===== src/logic/cpei_pkg.sv =====
// Purpose: Constants and carrier types for the copper event interrupt regs
// Assumes: Management access arrives already decoded to register strobes
// Notes:   Offsets are the five-bit management register addresses
`default_nettype none

package cpei_pkg;

    // Register addresses on the management port
    localparam logic [4:0] ADDR_EVENT_ENABLE = 5'h12;
    localparam logic [4:0] ADDR_EVENT_STATUS = 5'h13;

    // Values after hardware reset
    localparam logic [15:0] EVENT_ENABLE_RESET = 16'h0000;
    localparam logic [15:0] EVENT_STATUS_RESET = 16'h0000;
    localparam logic [15:0] READ_IDLE = 16'h0000;

    // Status bits 7 and 2 never latch
    localparam logic [15:0] STATUS_IMPL_MASK = 16'hFF7B;

    // Bit positions shared by enable and status
    localparam int BIT_AN_ERROR = 15;
    localparam int BIT_SPEED_CHG = 14;
    localparam int BIT_DUPLEX_CHG = 13;
    localparam int BIT_PAGE_RX = 12;
    localparam int BIT_AN_DONE = 11;
    localparam int BIT_LINK_CHG = 10;
    localparam int BIT_SYMBOL_ERR = 9;
    localparam int BIT_FALSE_CARRIER = 8;
    localparam int BIT_RESERVED_HI = 7;
    localparam int BIT_XOVER_CHG = 6;
    localparam int BIT_DOWNSHIFT = 5;
    localparam int BIT_ENERGY_CHG = 4;
    localparam int BIT_PULSE_NO_LINK = 3;
    localparam int BIT_RESERVED_LO = 2;
    localparam int BIT_POLARITY_CHG = 1;
    localparam int BIT_JABBER = 0;

    // Indications from the line logic; *_p are one-cycle pulses
    typedef struct packed {
        logic ms_fault_p;
        logic pd_fault_p;
        logic no_common_ability_p;
        logic link_fail_after_an_p;
        logic [1:0] speed;
        logic duplex_full;
        logic page_rx_p;
        logic an_done_p;
        logic link_up;
        logic symbol_err_p;
        logic false_carrier_p;
        logic mdix;
        logic downshift_p;
        logic energy_sleep;
        logic pulse_done_no_link_p;
        logic polarity_rev;
        logic jabber_p;
    } cpei_line_t;

    // Level indications watched for changes
    typedef struct packed {
        logic [1:0] speed;
        logic duplex_full;
        logic link_up;
        logic mdix;
        logic energy_sleep;
        logic polarity_rev;
    } cpei_levels_t;

    localparam cpei_levels_t LEVELS_RESET = '0;

endpackage

`default_nettype wire


===== src/logic/cpei_event_regs.sv =====
// Purpose: Event enable and latched event status registers with interrupt
// Assumes: One clock; register strobes and line indications are synchronous
// Notes:   Status clears on read; an event in the read cycle survives it
//          Software reset clears status but keeps the enable word
//          Read data and valid come one edge after the read strobe
//          The interrupt trails status and enable by one more edge
//          Level watchers ignore the first edge after hardware reset,
//          so a level that differs from its reset value is not an event
//
// Contract
// - Enable 1 passes flag, 0 blocks it
// - Enable bits 15,14,13: negotiation error, speed, duplex
// - Enable bits 12,11,10: page, negotiation done, link
// - Enable bits 9,8,6: symbol, false carrier, crossover
// - Enable bits 5,4,3: downshift, energy, pulses-no-link
// - Status/enable bit 1 polarity, bit 0 jabber
// - Status 15 on any negotiation fault cause
// - Status 14 speed change, 13 duplex change
// - Status 12 page received, 11 negotiation done
// - Status 10 on link change either way
// - Status 9 symbol error, 8 false carrier
// - Status 6 crossover change, 5 downshift
// - Status 4 on energy change either way
// - Status 3 pulse exchange done, no link
// - Status bit 7 always reads zero
`default_nettype none

module cpei_event_regs (
    input wire logic sys_clk_i,
    input wire logic reset_i,
    input wire logic sw_reset_i,
    input wire logic [4:0] reg_addr_i,
    input wire logic reg_wr_i,
    input wire logic reg_rd_i,
    input wire logic [15:0] reg_wdata_i,
    input wire cpei_pkg::cpei_line_t line_i,
    output logic [15:0] reg_rdata_o,
    output logic reg_rvalid_o,
    output logic irq_o
);

    // Shared bit map of enable and status words:
    //   bit 15 negotiation error (any fault cause)
    //   bit 14 speed change
    //   bit 13 duplex change
    //   bit 12 page received
    //   bit 11 negotiation done
    //   bit 10 link change
    //   bit 9  symbol error
    //   bit 8  false carrier
    //   bit 7  reserved, status reads zero
    //   bit 6  crossover change
    //   bit 5  downshift
    //   bit 4  energy detect change
    //   bit 3  pulse exchange done, no link
    //   bit 2  reserved, status reads zero
    //   bit 1  polarity change
    //   bit 0  jabber
    // Enable bits 7 and 2 keep what is written; they never gate
    // anything because their status bits never latch.

    // Level watchers need one sample before a change can mean anything
    typedef enum logic {
        CPEI_ST_PRIME = 1'b0,
        CPEI_ST_RUN = 1'b1
    } cpei_state_t;

    cpei_state_t state;
    cpei_state_t next_state;
    cpei_pkg::cpei_levels_t levels_prev;
    cpei_pkg::cpei_levels_t next_levels_prev;
    cpei_pkg::cpei_levels_t levels_now;
    logic [15:0] event_enable;
    logic [15:0] next_event_enable;
    logic [15:0] event_status;
    logic [15:0] next_event_status;
    logic [15:0] event_set;
    logic [15:0] next_reg_rdata;
    logic next_reg_rvalid;
    logic next_irq;
    logic watch_levels;
    logic enable_write;
    logic status_read;

    // True when a strobe addresses the given register
    function automatic logic addr_hit(input logic [4:0] addr,
                                      input logic [4:0] target);
        addr_hit = (addr == target);
    endfunction

    // Change detector for a level field, quiet until primed
    function automatic logic changed(input logic [1:0] now_val,
                                     input logic [1:0] old_val,
                                     input logic armed);
        changed = armed && (now_val != old_val);
    endfunction

    // Register strobes decoded once; writes to the status address and
    // accesses to any other address fall through with no effect
    assign enable_write = reg_wr_i
        && addr_hit(reg_addr_i, cpei_pkg::ADDR_EVENT_ENABLE);
    assign status_read = reg_rd_i
        && addr_hit(reg_addr_i, cpei_pkg::ADDR_EVENT_STATUS);

    // Gather the level indications into one word.
    // Keeping them in one struct lets a single register hold the
    // previous sample of every watched level.
    always_comb begin
        levels_now.speed = line_i.speed;
        levels_now.duplex_full = line_i.duplex_full;
        levels_now.link_up = line_i.link_up;
        levels_now.mdix = line_i.mdix;
        levels_now.energy_sleep = line_i.energy_sleep;
        levels_now.polarity_rev = line_i.polarity_rev;
    end

    // Priming state: first cycle after reset only samples the levels.
    // Without it, a level that already differs from its reset value
    // would raise a false change flag on the first edge.
    // Software reset leaves the watcher running on purpose: the
    // levels are still valid then, so no change may be missed.
    always_comb begin
        next_state = state;
        case (state)
            CPEI_ST_PRIME: begin
                next_state = CPEI_ST_RUN;
            end
            CPEI_ST_RUN: begin
                next_state = CPEI_ST_RUN;
            end
            default: begin
                next_state = CPEI_ST_PRIME;
            end
        endcase
        if (reset_i) begin
            next_state = CPEI_ST_PRIME;
        end
    end

    // State register
    always_ff @(posedge sys_clk_i) begin
        state <= next_state;
    end

    assign watch_levels = (state == CPEI_ST_RUN);

    // Previous levels, kept for change detection
    always_comb begin
        next_levels_prev = levels_now;
        if (reset_i) begin
            next_levels_prev = cpei_pkg::LEVELS_RESET;
        end
    end

    // Previous level register
    always_ff @(posedge sys_clk_i) begin
        levels_prev <= next_levels_prev;
    end

    // Event decode: pulses pass straight, levels are edge-compared
    always_comb begin
        event_set = 16'h0000;
        // Any of the four negotiation fault causes
        event_set[cpei_pkg::BIT_AN_ERROR] = line_i.ms_fault_p
            | line_i.pd_fault_p
            | line_i.no_common_ability_p
            | line_i.link_fail_after_an_p;
        // Any change of the two-bit resolved speed
        event_set[cpei_pkg::BIT_SPEED_CHG] = changed(levels_now.speed,
            levels_prev.speed, watch_levels);
        // Resolved duplex toggled
        event_set[cpei_pkg::BIT_DUPLEX_CHG] = changed(
            {1'b0, levels_now.duplex_full},
            {1'b0, levels_prev.duplex_full}, watch_levels);
        // Partner page arrived
        event_set[cpei_pkg::BIT_PAGE_RX] = line_i.page_rx_p;
        // Negotiation finished
        event_set[cpei_pkg::BIT_AN_DONE] = line_i.an_done_p;
        // Link went up or down
        event_set[cpei_pkg::BIT_LINK_CHG] = changed(
            {1'b0, levels_now.link_up},
            {1'b0, levels_prev.link_up}, watch_levels);
        // Symbol error on the line
        event_set[cpei_pkg::BIT_SYMBOL_ERR] = line_i.symbol_err_p;
        // Carrier seen without a valid frame start
        event_set[cpei_pkg::BIT_FALSE_CARRIER] =
            line_i.false_carrier_p;
        // Crossover state toggled
        event_set[cpei_pkg::BIT_XOVER_CHG] = changed(
            {1'b0, levels_now.mdix},
            {1'b0, levels_prev.mdix}, watch_levels);
        // Speed downshift
        event_set[cpei_pkg::BIT_DOWNSHIFT] = line_i.downshift_p;
        // Energy detect went sleep to active or back
        event_set[cpei_pkg::BIT_ENERGY_CHG] = changed(
            {1'b0, levels_now.energy_sleep},
            {1'b0, levels_prev.energy_sleep}, watch_levels);
        // Pulse exchange done but no link followed
        event_set[cpei_pkg::BIT_PULSE_NO_LINK] =
            line_i.pulse_done_no_link_p;
        // Receive polarity toggled
        event_set[cpei_pkg::BIT_POLARITY_CHG] = changed(
            {1'b0, levels_now.polarity_rev},
            {1'b0, levels_prev.polarity_rev}, watch_levels);
        // Jabber seen
        event_set[cpei_pkg::BIT_JABBER] = line_i.jabber_p;
    end

    // Enable register: all bits writable; software reset retains it.
    // Reserved bits 7 and 2 store whatever is written but gate nothing,
    // since the matching status bits never latch.
    always_comb begin
        next_event_enable = event_enable;
        if (enable_write) begin
            next_event_enable = reg_wdata_i;
        end
        if (reset_i) begin
            next_event_enable = cpei_pkg::EVENT_ENABLE_RESET;
        end
    end

    // Enable register
    always_ff @(posedge sys_clk_i) begin
        event_enable <= next_event_enable;
    end

    // Status register: sticky flags, cleared by a read of the register.
    // A new event in the read cycle wins over the clear, so it is seen
    // on the next read instead of being lost.
    always_comb begin
        next_event_status = event_status;
        if (status_read) begin
            next_event_status = 16'h0000;
        end
        next_event_status = (next_event_status | event_set)
            & cpei_pkg::STATUS_IMPL_MASK;
        if (reset_i || sw_reset_i) begin
            next_event_status = cpei_pkg::EVENT_STATUS_RESET;
        end
    end

    // Status register
    always_ff @(posedge sys_clk_i) begin
        event_status <= next_event_status;
    end

    // Read port: data is the value before any clear of the same cycle.
    // Unknown addresses still answer, with zero data, so the master
    // never waits on a read that nobody owns.
    // Data is forced to zero between reads to keep the bus quiet.
    always_comb begin
        next_reg_rdata = cpei_pkg::READ_IDLE;
        next_reg_rvalid = reg_rd_i;
        if (reg_rd_i) begin
            if (addr_hit(reg_addr_i, cpei_pkg::ADDR_EVENT_ENABLE)) begin
                next_reg_rdata = event_enable;
            end else if (addr_hit(reg_addr_i,
                                  cpei_pkg::ADDR_EVENT_STATUS)) begin
                next_reg_rdata = event_status
                    & cpei_pkg::STATUS_IMPL_MASK;
            end else begin
                next_reg_rdata = cpei_pkg::READ_IDLE;
            end
        end
        if (reset_i) begin
            next_reg_rdata = cpei_pkg::READ_IDLE;
            next_reg_rvalid = 1'b0;
        end
    end

    // Read data and valid registers
    always_ff @(posedge sys_clk_i) begin
        reg_rdata_o <= next_reg_rdata;
        reg_rvalid_o <= next_reg_rvalid;
    end

    // Interrupt: any latched flag with its enable set. Registered from
    // the current flops, so it follows status and enable one edge later.
    // The extra edge buys a glitch-free output straight from a flop.
    // Clearing an enable bit drops the interrupt without losing the
    // flag, so software can still read what happened.
    always_comb begin
        next_irq = |(event_status & event_enable);
        // Per-bit gating places follow the shared bit map
        if (reset_i) begin
            next_irq = 1'b0;
        end
    end

    // Interrupt register
    always_ff @(posedge sys_clk_i) begin
        irq_o <= next_irq;
    end

endmodule

`default_nettype wire


===== config.mk =====
export PLATFORM = sky130hd
export DESIGN_NAME = cpei_event_regs
export DESIGN_NICKNAME = d
export VERILOG_FILES = /design/src/logic/cpei_pkg.sv /design/src/logic/cpei_event_regs.sv
export SDC_FILE = /design/constraint.sdc
export NUM_CORES = 1
export LEC_CHECK = 0
export ABC_AREA = 1
export BUFFER_PORTS_ARGS = -buffer_cell sky130_fd_sc_hd__buf_2
export CAP_MARGIN = 20
export CELL_PAD_IN_SITES_DETAIL_PLACEMENT = 1
export CELL_PAD_IN_SITES_GLOBAL_PLACEMENT = 2
export CORE_MARGIN = 1.5
export CORE_UTILIZATION = 28
export DETAILED_ROUTE_END_ITERATION = 8
export PLACE_DENSITY = 0.82
export RECOVER_POWER = 50
export SLEW_MARGIN = 20
export SYNTH_ARGS = -nofsm -noshare
export SYNTH_HDL_FRONTEND = slang
export SYNTH_SLANG_ARGS = --single-unit

===== constraint.sdc =====
create_clock -name sys_clk_i -period 1.2 [get_ports sys_clk_i]
set_clock_uncertainty 0.05 [all_clocks]
set_input_delay 0.06 -clock sys_clk_i [delete_from_list [all_inputs] [get_ports sys_clk_i]]
set_output_delay 0.06 -clock sys_clk_i [all_outputs]
set_load 0.02 [all_outputs]

==> results of run 1 <==
==> flip-flops by register name, indices dropped and copies added (netlist names) <==
| register | flops |
|---|---|
| reg_rdata_o | 16 |
| irq_o | 1 |
| event_status | 14 |
| state | 1 |
| levels_prev | 7 |
| reg_rvalid_o | 1 |
| event_enable | 16 |
==> cell families (layout without fill, tap and decap cells) <==
family,Yosys count,in the layout
and+or+nand+nor,153,153
DFF,56,56
AOI/OAI and AO/OA,28,28
xor gates and xnor gates,5,5
buffers and inverters,49,145
==> cells in the final DEF (no fill, tap or decap) <==
master and instances:
nand4_2 2, inv_2 1, nor2_4 2, nand4_4 1, dfxtp_1 56, or2_2 1, clkbuf_2 2, xor2_1 5
clkinv_1 1, nor2_8 1, o21ai_1 1, buf_2 54, nor2_1 48, nand3_1 14, nor3b_1 1, dlygate4sd3_1 32
nand2_2 1, nand2_1 82, buf_12 2, clkbuf_1 9, clkbuf_8 7, o21ai_0 13, a21oi_1 14, inv_1 36
buf_4 1
==> critical path: cells and delay by family, from the launching register on <==
kind / cells / cell delay, ns
simple gates: 6 / 0.45
flops: 1 / 0.35
==> cell usage after synthesis (all sizes together) <==
master / n / area [um^2]
nand3: 14 / 70.07
nor2: 51 / 222.7
o21ai: 14 / 70.07
buf: 10 / 81.32
inv: 37 / 138.9
a21oi: 14 / 70.07
xor2: 5 / 43.79
nand2: 83 / 314.1
or2: 1 / 6.260
clkinv: 1 / 3.750
nor3b: 1 / 7.510
nand4: 3 / 55.05
clkbuf: 1 / 3.750
dfxtp: 56 / 1121
==> final cells by class <==
class | instances | area (um^2) | area share, %
multi-input cells | 186 | 850.8 | 28.17
clock buffers | 7 | 96.34 | 3.190
flip-flops and latches | 56 | 1121 | 37.12
repair buffers | 100 | 681.9 | 22.58
well taps | 102 | 127.6 | 4.225
inverters | 38 | 142.6 | 4.722
==> per-layer routing <==
layer	up-vias	global-route usage (%)	wire, um
li1	1071	-	-
met1	923	16.62	2479
met2	30	28.11	3006
met3	5	3.234	200
met4	0	3.846	51
met5	-	0	0
==> power by group through the flow <==
stage,registers [mW],clock network [mW],logic [mW]
floorplan,1.97,0,0.137
global placement,1.98,0,0.255
detailed placement,1.98,0,0.262
CTS,1.93,1.14,0.342
global route,1.94,1.20,0.368
finish,1.93,1.10,0.326
==> final timing paths <==
kind / from / endpoint / slack (ns) / cells after the start
max: event_status[12] / irq_o / 0.23 / 6
min: line_i[17] / event_status[15] / 0.08 / 4
max reg2reg: event_status[12] / irq_o / 0.23 / 6
min reg2reg: event_enable[7] / reg_rdata_o[7] / 0.39 / 2
==> metrics by stage <==
step                      utilization, %  hold WS [ns]  power [mW]
after floorplan                        -        0.1170       2.110
after global routing               39.29       0.09639       3.515
after CTS                          39.68       0.08237       3.419
final                              39.29       0.08486       3.364
after global placement             34.26        0.2317       2.230
after detailed placement           34.26        0.2457       2.239
==> run summary, run 1 <==
run status: complete, no violations
DR vias: 2,029
Syn Inst Count: 291
Boundary Pins: 62
Rel. slew slack: 67.90%
NetSw: 0.7729 mW
H-tree levels: 2
Period minus WS final: 0.9710 ns
mux contribution to synthesized area: 0%
clock transition at the registers of the reported paths: 0.10 ns
DP Area: 0.002634 mm^2
IO buf count: 61
setup TNS: 0 ns
internal power: 2.591 mW
DR iter-0 viols: 41
Starting Density: 28.73%
synthesized area: 0.002208 mm^2
Final Hold Fails: 0
first-pass GRT wire length: 9.832 mm
CP Data Required Time: 1.34 ns
Yosys Warn Count: 0
GRT Residual Overflow: 0
slowest cell delay on critical path: 0.35 ns
Pwr Density: 1114 mW/mm^2
TritonRoute pass-1 iters: 4
Setup-failing EPs final: 0
synth unique cells: 21
placed cells: 450
post-route ant nets: 0
sequential area share after synthesis: 50.76%
Die ar.: 0.008429 mm^2
Hold Path Class: primary input to register
post-CTS sizing: 0
Syn Area/Cell: 7.589 um^2
maximum root-to-sink buffer count: 2
CTS tree: done
post-synthesis compound-gate area fraction: 6.346%
maximum clock rate: 1.030 GHz
static leakage: 1.526 nW
Placer Congestion: 0.7067
fin nets: 431
final non-filler cell total: 489
post-DP HPWL: 3.971 mm
adder-cell share of the synthesized area: 0%
Clk Latency, worst-skew pair: 0.31 ns
Die W: 91.81 um
Slew @ Worst Pin: 0.4815 ns
number of filler cells placed in the layout: 986
Synth Register Bits: 56
initial antenna violation count: 0
worst setup margin: 0.2290 ns
XOR/XNOR share of the synthesized area: 1.983%
largest net degree at the start of global routing: 33
CTS Hold Buffers Added: 32
Final Max Slew Viols: 0
ANT cells: 0
Mapped Nets: 335
# rows: 32
RSZ-0062 raised after global routing: no
WS Path Type: register to register
Clock Power Share: 32.8%
fin crit share: 80.92%
Sinks on Clock Net: 56
switching share of power: 22.98%
MaxCap Viol Count: 0
Worst Path Arrival: 1.11 ns
largest family of logic cells by synthesized area: simple AND/OR/NAND/NOR gates
Setup crit end kind: register
Finished Cell Area: 0.003020 mm^2
Total Routed Length: 5.737 mm
vias per std cell: 4.149
crit-path cells: nand2_1 -> nand2_1 -> nor2_1 -> nand2_1 -> nor2_1 -> nor2_1
WL per Instance: 11.73 um
GRT Total Usage: 14.83%
CP max stage cell: dfxtp_1
Critical Path Source Type: register
Layout area overhead: 36.77%
pre-CTS setup slack: 0.1042 ns
Simple-Gate Fraction of Synth Area: 30.59%
sequential fraction of design power: 57.5%
CORE AREA: 0.007687 mm^2
CTS root buf: clkbuf_8
Logic pwr share: 9.7%
fraction of final layout cells sized beyond drive strength 1: 19.38%
CTS Buf Count: 5
Die Ht: 91.81 um
VDD IR-drop max: 0.6450 mV
top fanout value on the critical path: 3
post-CTS setup buffer count: 0
Post-route DRC: 0
number of global-route vias before repair: 2,145
Note: power is estimated with default switching activity, not from simulation.
==> inputs of run 2 (changes only) <==
Clock period 1.2 ns to 0.9 ns, I/O delays scaled along.
==> run 2 against run 1 <==
- the run now ends with negative setup slack left
- critical path depth did not move
- global-route usage increased by 0.86 points
- first-iteration DRC count fell by 17%
- final cell count increased by 3.5%
- sequential share of layout area decreased by 2.2 points
- highest routed layer unchanged
==> run summary, run 2 (synthesized netlist as in run 1, its figures left out) <==
fin crit share: 106.7%
Min-Delay Startpoint: line_i[17]
vias per std cell: 4.134
CTS Buf Count: 5
Placer Congestion: 0.7523
fin nets: 447
CP startpoint: event_status[4]
GRT Residual Overflow: 0
NetSw: 1.110 mW
CTS root buf: clkbuf_8
Die Ht: 91.81 um
Worst Path Arrival: 1.13 ns
top flop regs: event_enable: 16 flops, reg_rdata_o: 16 flops, event_status: 14 flops
Setup-failing EPs final: 1
maximum root-to-sink buffer count: 2
Period minus WS final: 0.9602 ns
ANT cells: 0
internal power: 3.443 mW
static leakage: 1.618 nW
clock transition at the registers of the reported paths: 0.10 ns
Clk Latency, worst-skew pair: 0.32 ns
Starting Density: 28.73%
Critical Path Source Type: register
violated checks: negative setup slack
Sinks on Clock Net: 56
most frequent cells in the layout: 82 x nand2_1, 46 x nor2_1, 39 x dfxtp_1
post-CTS setup buffer count: 0
hold depth: 4
DR iter-0 viols: 34
top fanout value on the critical path: 2
CP Data Required Time: 1.07 ns
first-pass GRT wire length: 10.41 mm
switching share of power: 24.38%
number of global-route vias before repair: 2,248
RR Startpoint: event_status[4]
Final Hold Fails: 0
run status: finished, violations left
R2R cell count: 6
Setup crit end kind: register
Rel. slew slack: 75.71%
commonest non-fill, non-tap cell in the layout: nand2_1
DR vias: 2,092
post-route ant nets: 0
Hold Slack: 0.06397 ns
WS Path Type: register to register
Clock Power Share: 32.4%
fraction of final layout cells sized beyond drive strength 1: 29.21%
total power: 4.553 mW
RSZ-0062 raised after global routing: yes
# rows: 32
Slew @ Worst Pin: 0.3644 ns
Layout area overhead: 48.10%
WL per Instance: 12.02 um
Hold Path Class: primary input to register
largest net degree at the start of global routing: 33
Post-route DRC: 0
initial antenna violation count: 0
H-tree levels: 2
CTS tree: done
worst setup margin: -0.06021 ns
VDD IR-drop max: 0.8193 mV
Pwr Density: 1392 mW/mm^2
post-DP HPWL: 4.277 mm
GRT Total Usage: 15.69%
r2r endpoint: irq_o
setup slack, reg-to-reg: -0.06 ns
sequential fraction of design power: 56.5%
Hold EP: event_status[15]
Final Max Slew Viols: 0
TritonRoute pass-1 iters: 4
IO buf count: 61
MaxCap Viol Count: 0
CORE AREA: 0.007687 mm^2
Logic pwr share: 11.1%
Die ar.: 0.008429 mm^2
Boundary Pins: 62
Die W: 91.81 um
Total Routed Length: 6.080 mm
maximum clock rate: 1.041 GHz
==> run 2: timing repair <==
action	in CTS	in global routing
resized for setup	17	36
pin swaps	2	12
endpoints found under the hold margin	34	0
hold buffers	32	0
setup endpoints to repair	9	22
==> run 2: worst max path at each step <==
stage                             endpoint  slack [ns]  depth (start not counted)
after floorplan           event_status[15]        0.05                          5
after global placement     event_status[6]       -0.10                          6
after detailed placement  event_status[10]       -0.14                          6
after CTS                            irq_o       -0.03                          6
after global routing                 irq_o       -0.14                          6
final                                irq_o       -0.06                          6
==> run 2: cell type report <==
class | instances | area (um^2)
Clock inverter | 2 | 15.01
Tap cell | 102 | 127.6
Multi-Input combinational cell | 186 | 853.3
Sequential cell | 56 | 1142
Timing Repair Buffer | 116 | 907.1
Clock buffer | 6 | 82.58
Fill cell | 984 | 4417
Inverter | 38 | 142.6
==> run 2: stage by stage <==
| step | cell area [um^2] | instances | utilization [%] | TNS [ns] | setup WS [ns] |
|---|---|---|---|---|---|
| after global routing | 3271 | 506 | 42.55 | -0.1979 | -0.1433 |
| after floorplan | 2208 | 291 | - | 0 | 0.05355 |
| after CTS | 3254 | 510 | 42.33 | -0.03447 | -0.03447 |
| after global placement | 2796 | 470 | 36.38 | -3.410 | -0.1041 |
| final | 3271 | 506 | 42.55 | -0.06021 | -0.06021 |
| after detailed placement | 2796 | 470 | 36.38 | -5.360 | -0.1431 |
==> run 2: layer usage <==
layer | wire (um) | track usage (%) | up-vias | part of all wire (%)
li1 | - | - | 1100 | -
met2 | 3228 | 30.16 | 34 | 53
met4 | 55 | 3.462 | 0 | 0.90
met5 | 0 | 0 | - | 0
met3 | 180 | 2.819 | 7 | 3.0
met1 | 2616 | 17.86 | 951 | 43
==> run 2: power groups by stage <==
stage	Combinational, mW	Sequential, mW	Clock, mW
floorplan	0.183	2.63	0
global placement	0.405	2.62	0
detailed placement	0.416	2.63	0
CTS	0.525	2.57	1.54
global route	0.567	2.58	1.62
finish	0.505	2.57	1.47
==> run 2: worst max-delay path, stage by stage, from the launching register on <==
cell and delay (ns):
dfxtp_2 0.33, nand2_1 0.06, nand2_1 0.06, nor2_2 0.14, nand2_2 0.07, nor2_2 0.10
nor2_1 0.05
==> inputs of run 3 (changes only) <==
Clock period 0.9 ns to 1.1 ns, I/O delays scaled along.
==> run 3 against run 2 <==
- the run now ends clean
- sequential power shrank 18%
- via count shrank 2.8%
- die area is the same
- wire length shrank 4.8%
- highest routed layer unchanged
==> run summary, run 3 (synthesized netlist as in run 1, its figures left out) <==
post-route ant nets: 0
largest net degree at the start of global routing: 33
Hold Path Class: primary input to register
TritonRoute pass-1 iters: 4
VDD IR-drop max: 0.4051 mV
r2r endpoint: irq_o
CP top delay family: flip-flops
CTS Buf Count: 5
setup TNS: 0 ns
Worst Path Arrival: 0.85 ns
Critical Path Source Type: register
placed cells: 451
Post-route DRC: 0
Layout area overhead: 38.02%
post-CTS sizing: 0
crit path buf inv count: 1
CP Data Required Time: 1.00 ns
Hold EP: event_status[15]
Setup-failing EPs final: 0
GRT Residual Overflow: 0
CP max stage cell: dfxtp_1
MaxCap Viol Count: 0
WL per Instance: 11.79 um
Starting Density: 28.73%
RR Startpoint: event_status[8]
Setup crit end kind: primary output
worst setup margin: 0.1445 ns
maximum root-to-sink buffer count: 2
Placer Congestion: 0.7097
DR iter-0 viols: 33
Die W: 91.81 um
crit-path cells: buf_2
Clk Latency, worst-skew pair: 0.32 ns
slowest cell delay on critical path: 0.36 ns
Final Max Slew Viols: 0
post-DP HPWL: 3.912 mm
Die Ht: 91.81 um
clock transition at the registers of the reported paths: 0.11 ns
fraction of final layout cells sized beyond drive strength 1: 19.54%
initial antenna violation count: 0
IO buf count: 61
top flop regs: event_enable: 16 flops, reg_rdata_o: 16 flops, event_status: 14 flops
post-layout util: 39.65%
most frequent cells in the layout: 82 x nand2_1, 56 x dfxtp_1, 52 x buf_2
Rel. slew slack: 61.14%
DR vias: 2,033
H-tree levels: 2
static leakage: 1.527 nW
R2R cell count: 6
Boundary Pins: 62
Die ar.: 0.008429 mm^2
fin nets: 432
WS Path Type: register to primary output
CTS root buf: clkbuf_8
Period minus WS final: 0.9556 ns
hold depth: 4
Hold Slack: 0.06197 ns
maximum clock rate: 1.047 GHz
final non-filler cell total: 491
number of global-route vias before repair: 2,135
CTS tree: done
Min-Delay Startpoint: line_i[16]
# rows: 32
run status: complete, no violations
Slew @ Worst Pin: 0.5830 ns
Pwr Density: 1209 mW/mm^2
Total Routed Length: 5.787 mm
top fanout value on the critical path: 1
ANT cells: 0
commonest non-fill, non-tap cell in the layout: nand2_1
GRT Total Usage: 14.52%
pre-CTS setup slack: -0.001178 ns
fin crit share: 86.87%
Final Hold Fails: 0
first-pass GRT wire length: 9.577 mm
CORE AREA: 0.007687 mm^2
Sinks on Clock Net: 56
vias per std cell: 4.141
RSZ-0062 raised after global routing: no
setup slack, reg-to-reg: 0.18 ns
## run 3: cell types whose count changed in the layout (fill, tap and decap cells not counted), sizes merged
cell / before / now
buf: 78 / 59
clkbuf: 12 / 16
## run 3: area by class of cell
type                            instances  area (um^2)
Clock buffer                            6        82.58
Clock inverter                          2        15.01
Fill cell                            1002         4639
Inverter                               38        142.6
Multi-Input combinational cell        186        850.8
Sequential cell                        56         1121
Tap cell                              102        127.6
Timing Repair Buffer                  101        708.2
## run 3: timing repair
action | in CTS | in global routing
hold buffers | 32 | 0
setup buffers | 0 | 0
hold endpoints to repair | 34 | 0
## run 3: how the worst max path moves through the flow
stage	start	to	cells past startpoint	slack, ns
2_1_floorplan	reg_addr_i[3]	event_status[15]	5	0.24
3_3_place_gp	reg_addr_i[3]	event_enable[6]	6	0.02
3_5_place_dp	reg_addr_i[3]	event_enable[6]	6	-0.001
4_1_cts	reg_rdata_o[10]	reg_rdata_o[10]	1	0.12
5_1_grt	event_status[8]	irq_o	6	0.06
6_report	reg_rdata_o[10]	reg_rdata_o[10]	1	0.14
## run 3: through the flow
stage | total power, mW | area, um^2
final | 3.684 | 3048
after global routing | 3.845 | 3048
after CTS | 3.747 | 3072
after detailed placement | 2.445 | 2654
after global placement | 2.436 | 2654
after floorplan | 2.301 | 2208
## run 3: layer usage
metal | up-vias | global-route usage (%) | wire length (um)
met2 | 32 | 27.55 | 3072
met1 | 924 | 15.99 | 2450
met5 | - | 0 | 0
met3 | 8 | 2.736 | 178
met4 | 0 | 5.128 | 86
li1 | 1069 | - | -
## run 3: power by group
part | internal (mW) | switching (mW) | total [mW]
clock network | 0.512 | 0.700 | 1.21
registers | 2.08 | 0.0316 | 2.11
logic | 0.192 | 0.171 | 0.363
total | 2.78 | 0.903 | 3.68
## run 3: worst min-delay path: cells and delay by family
family,cells,cell delay [ns]
AOI/OAI and AO/OA,1,0.12
buffers and inverters,1,0.07
and+or+nand+nor,2,0.15
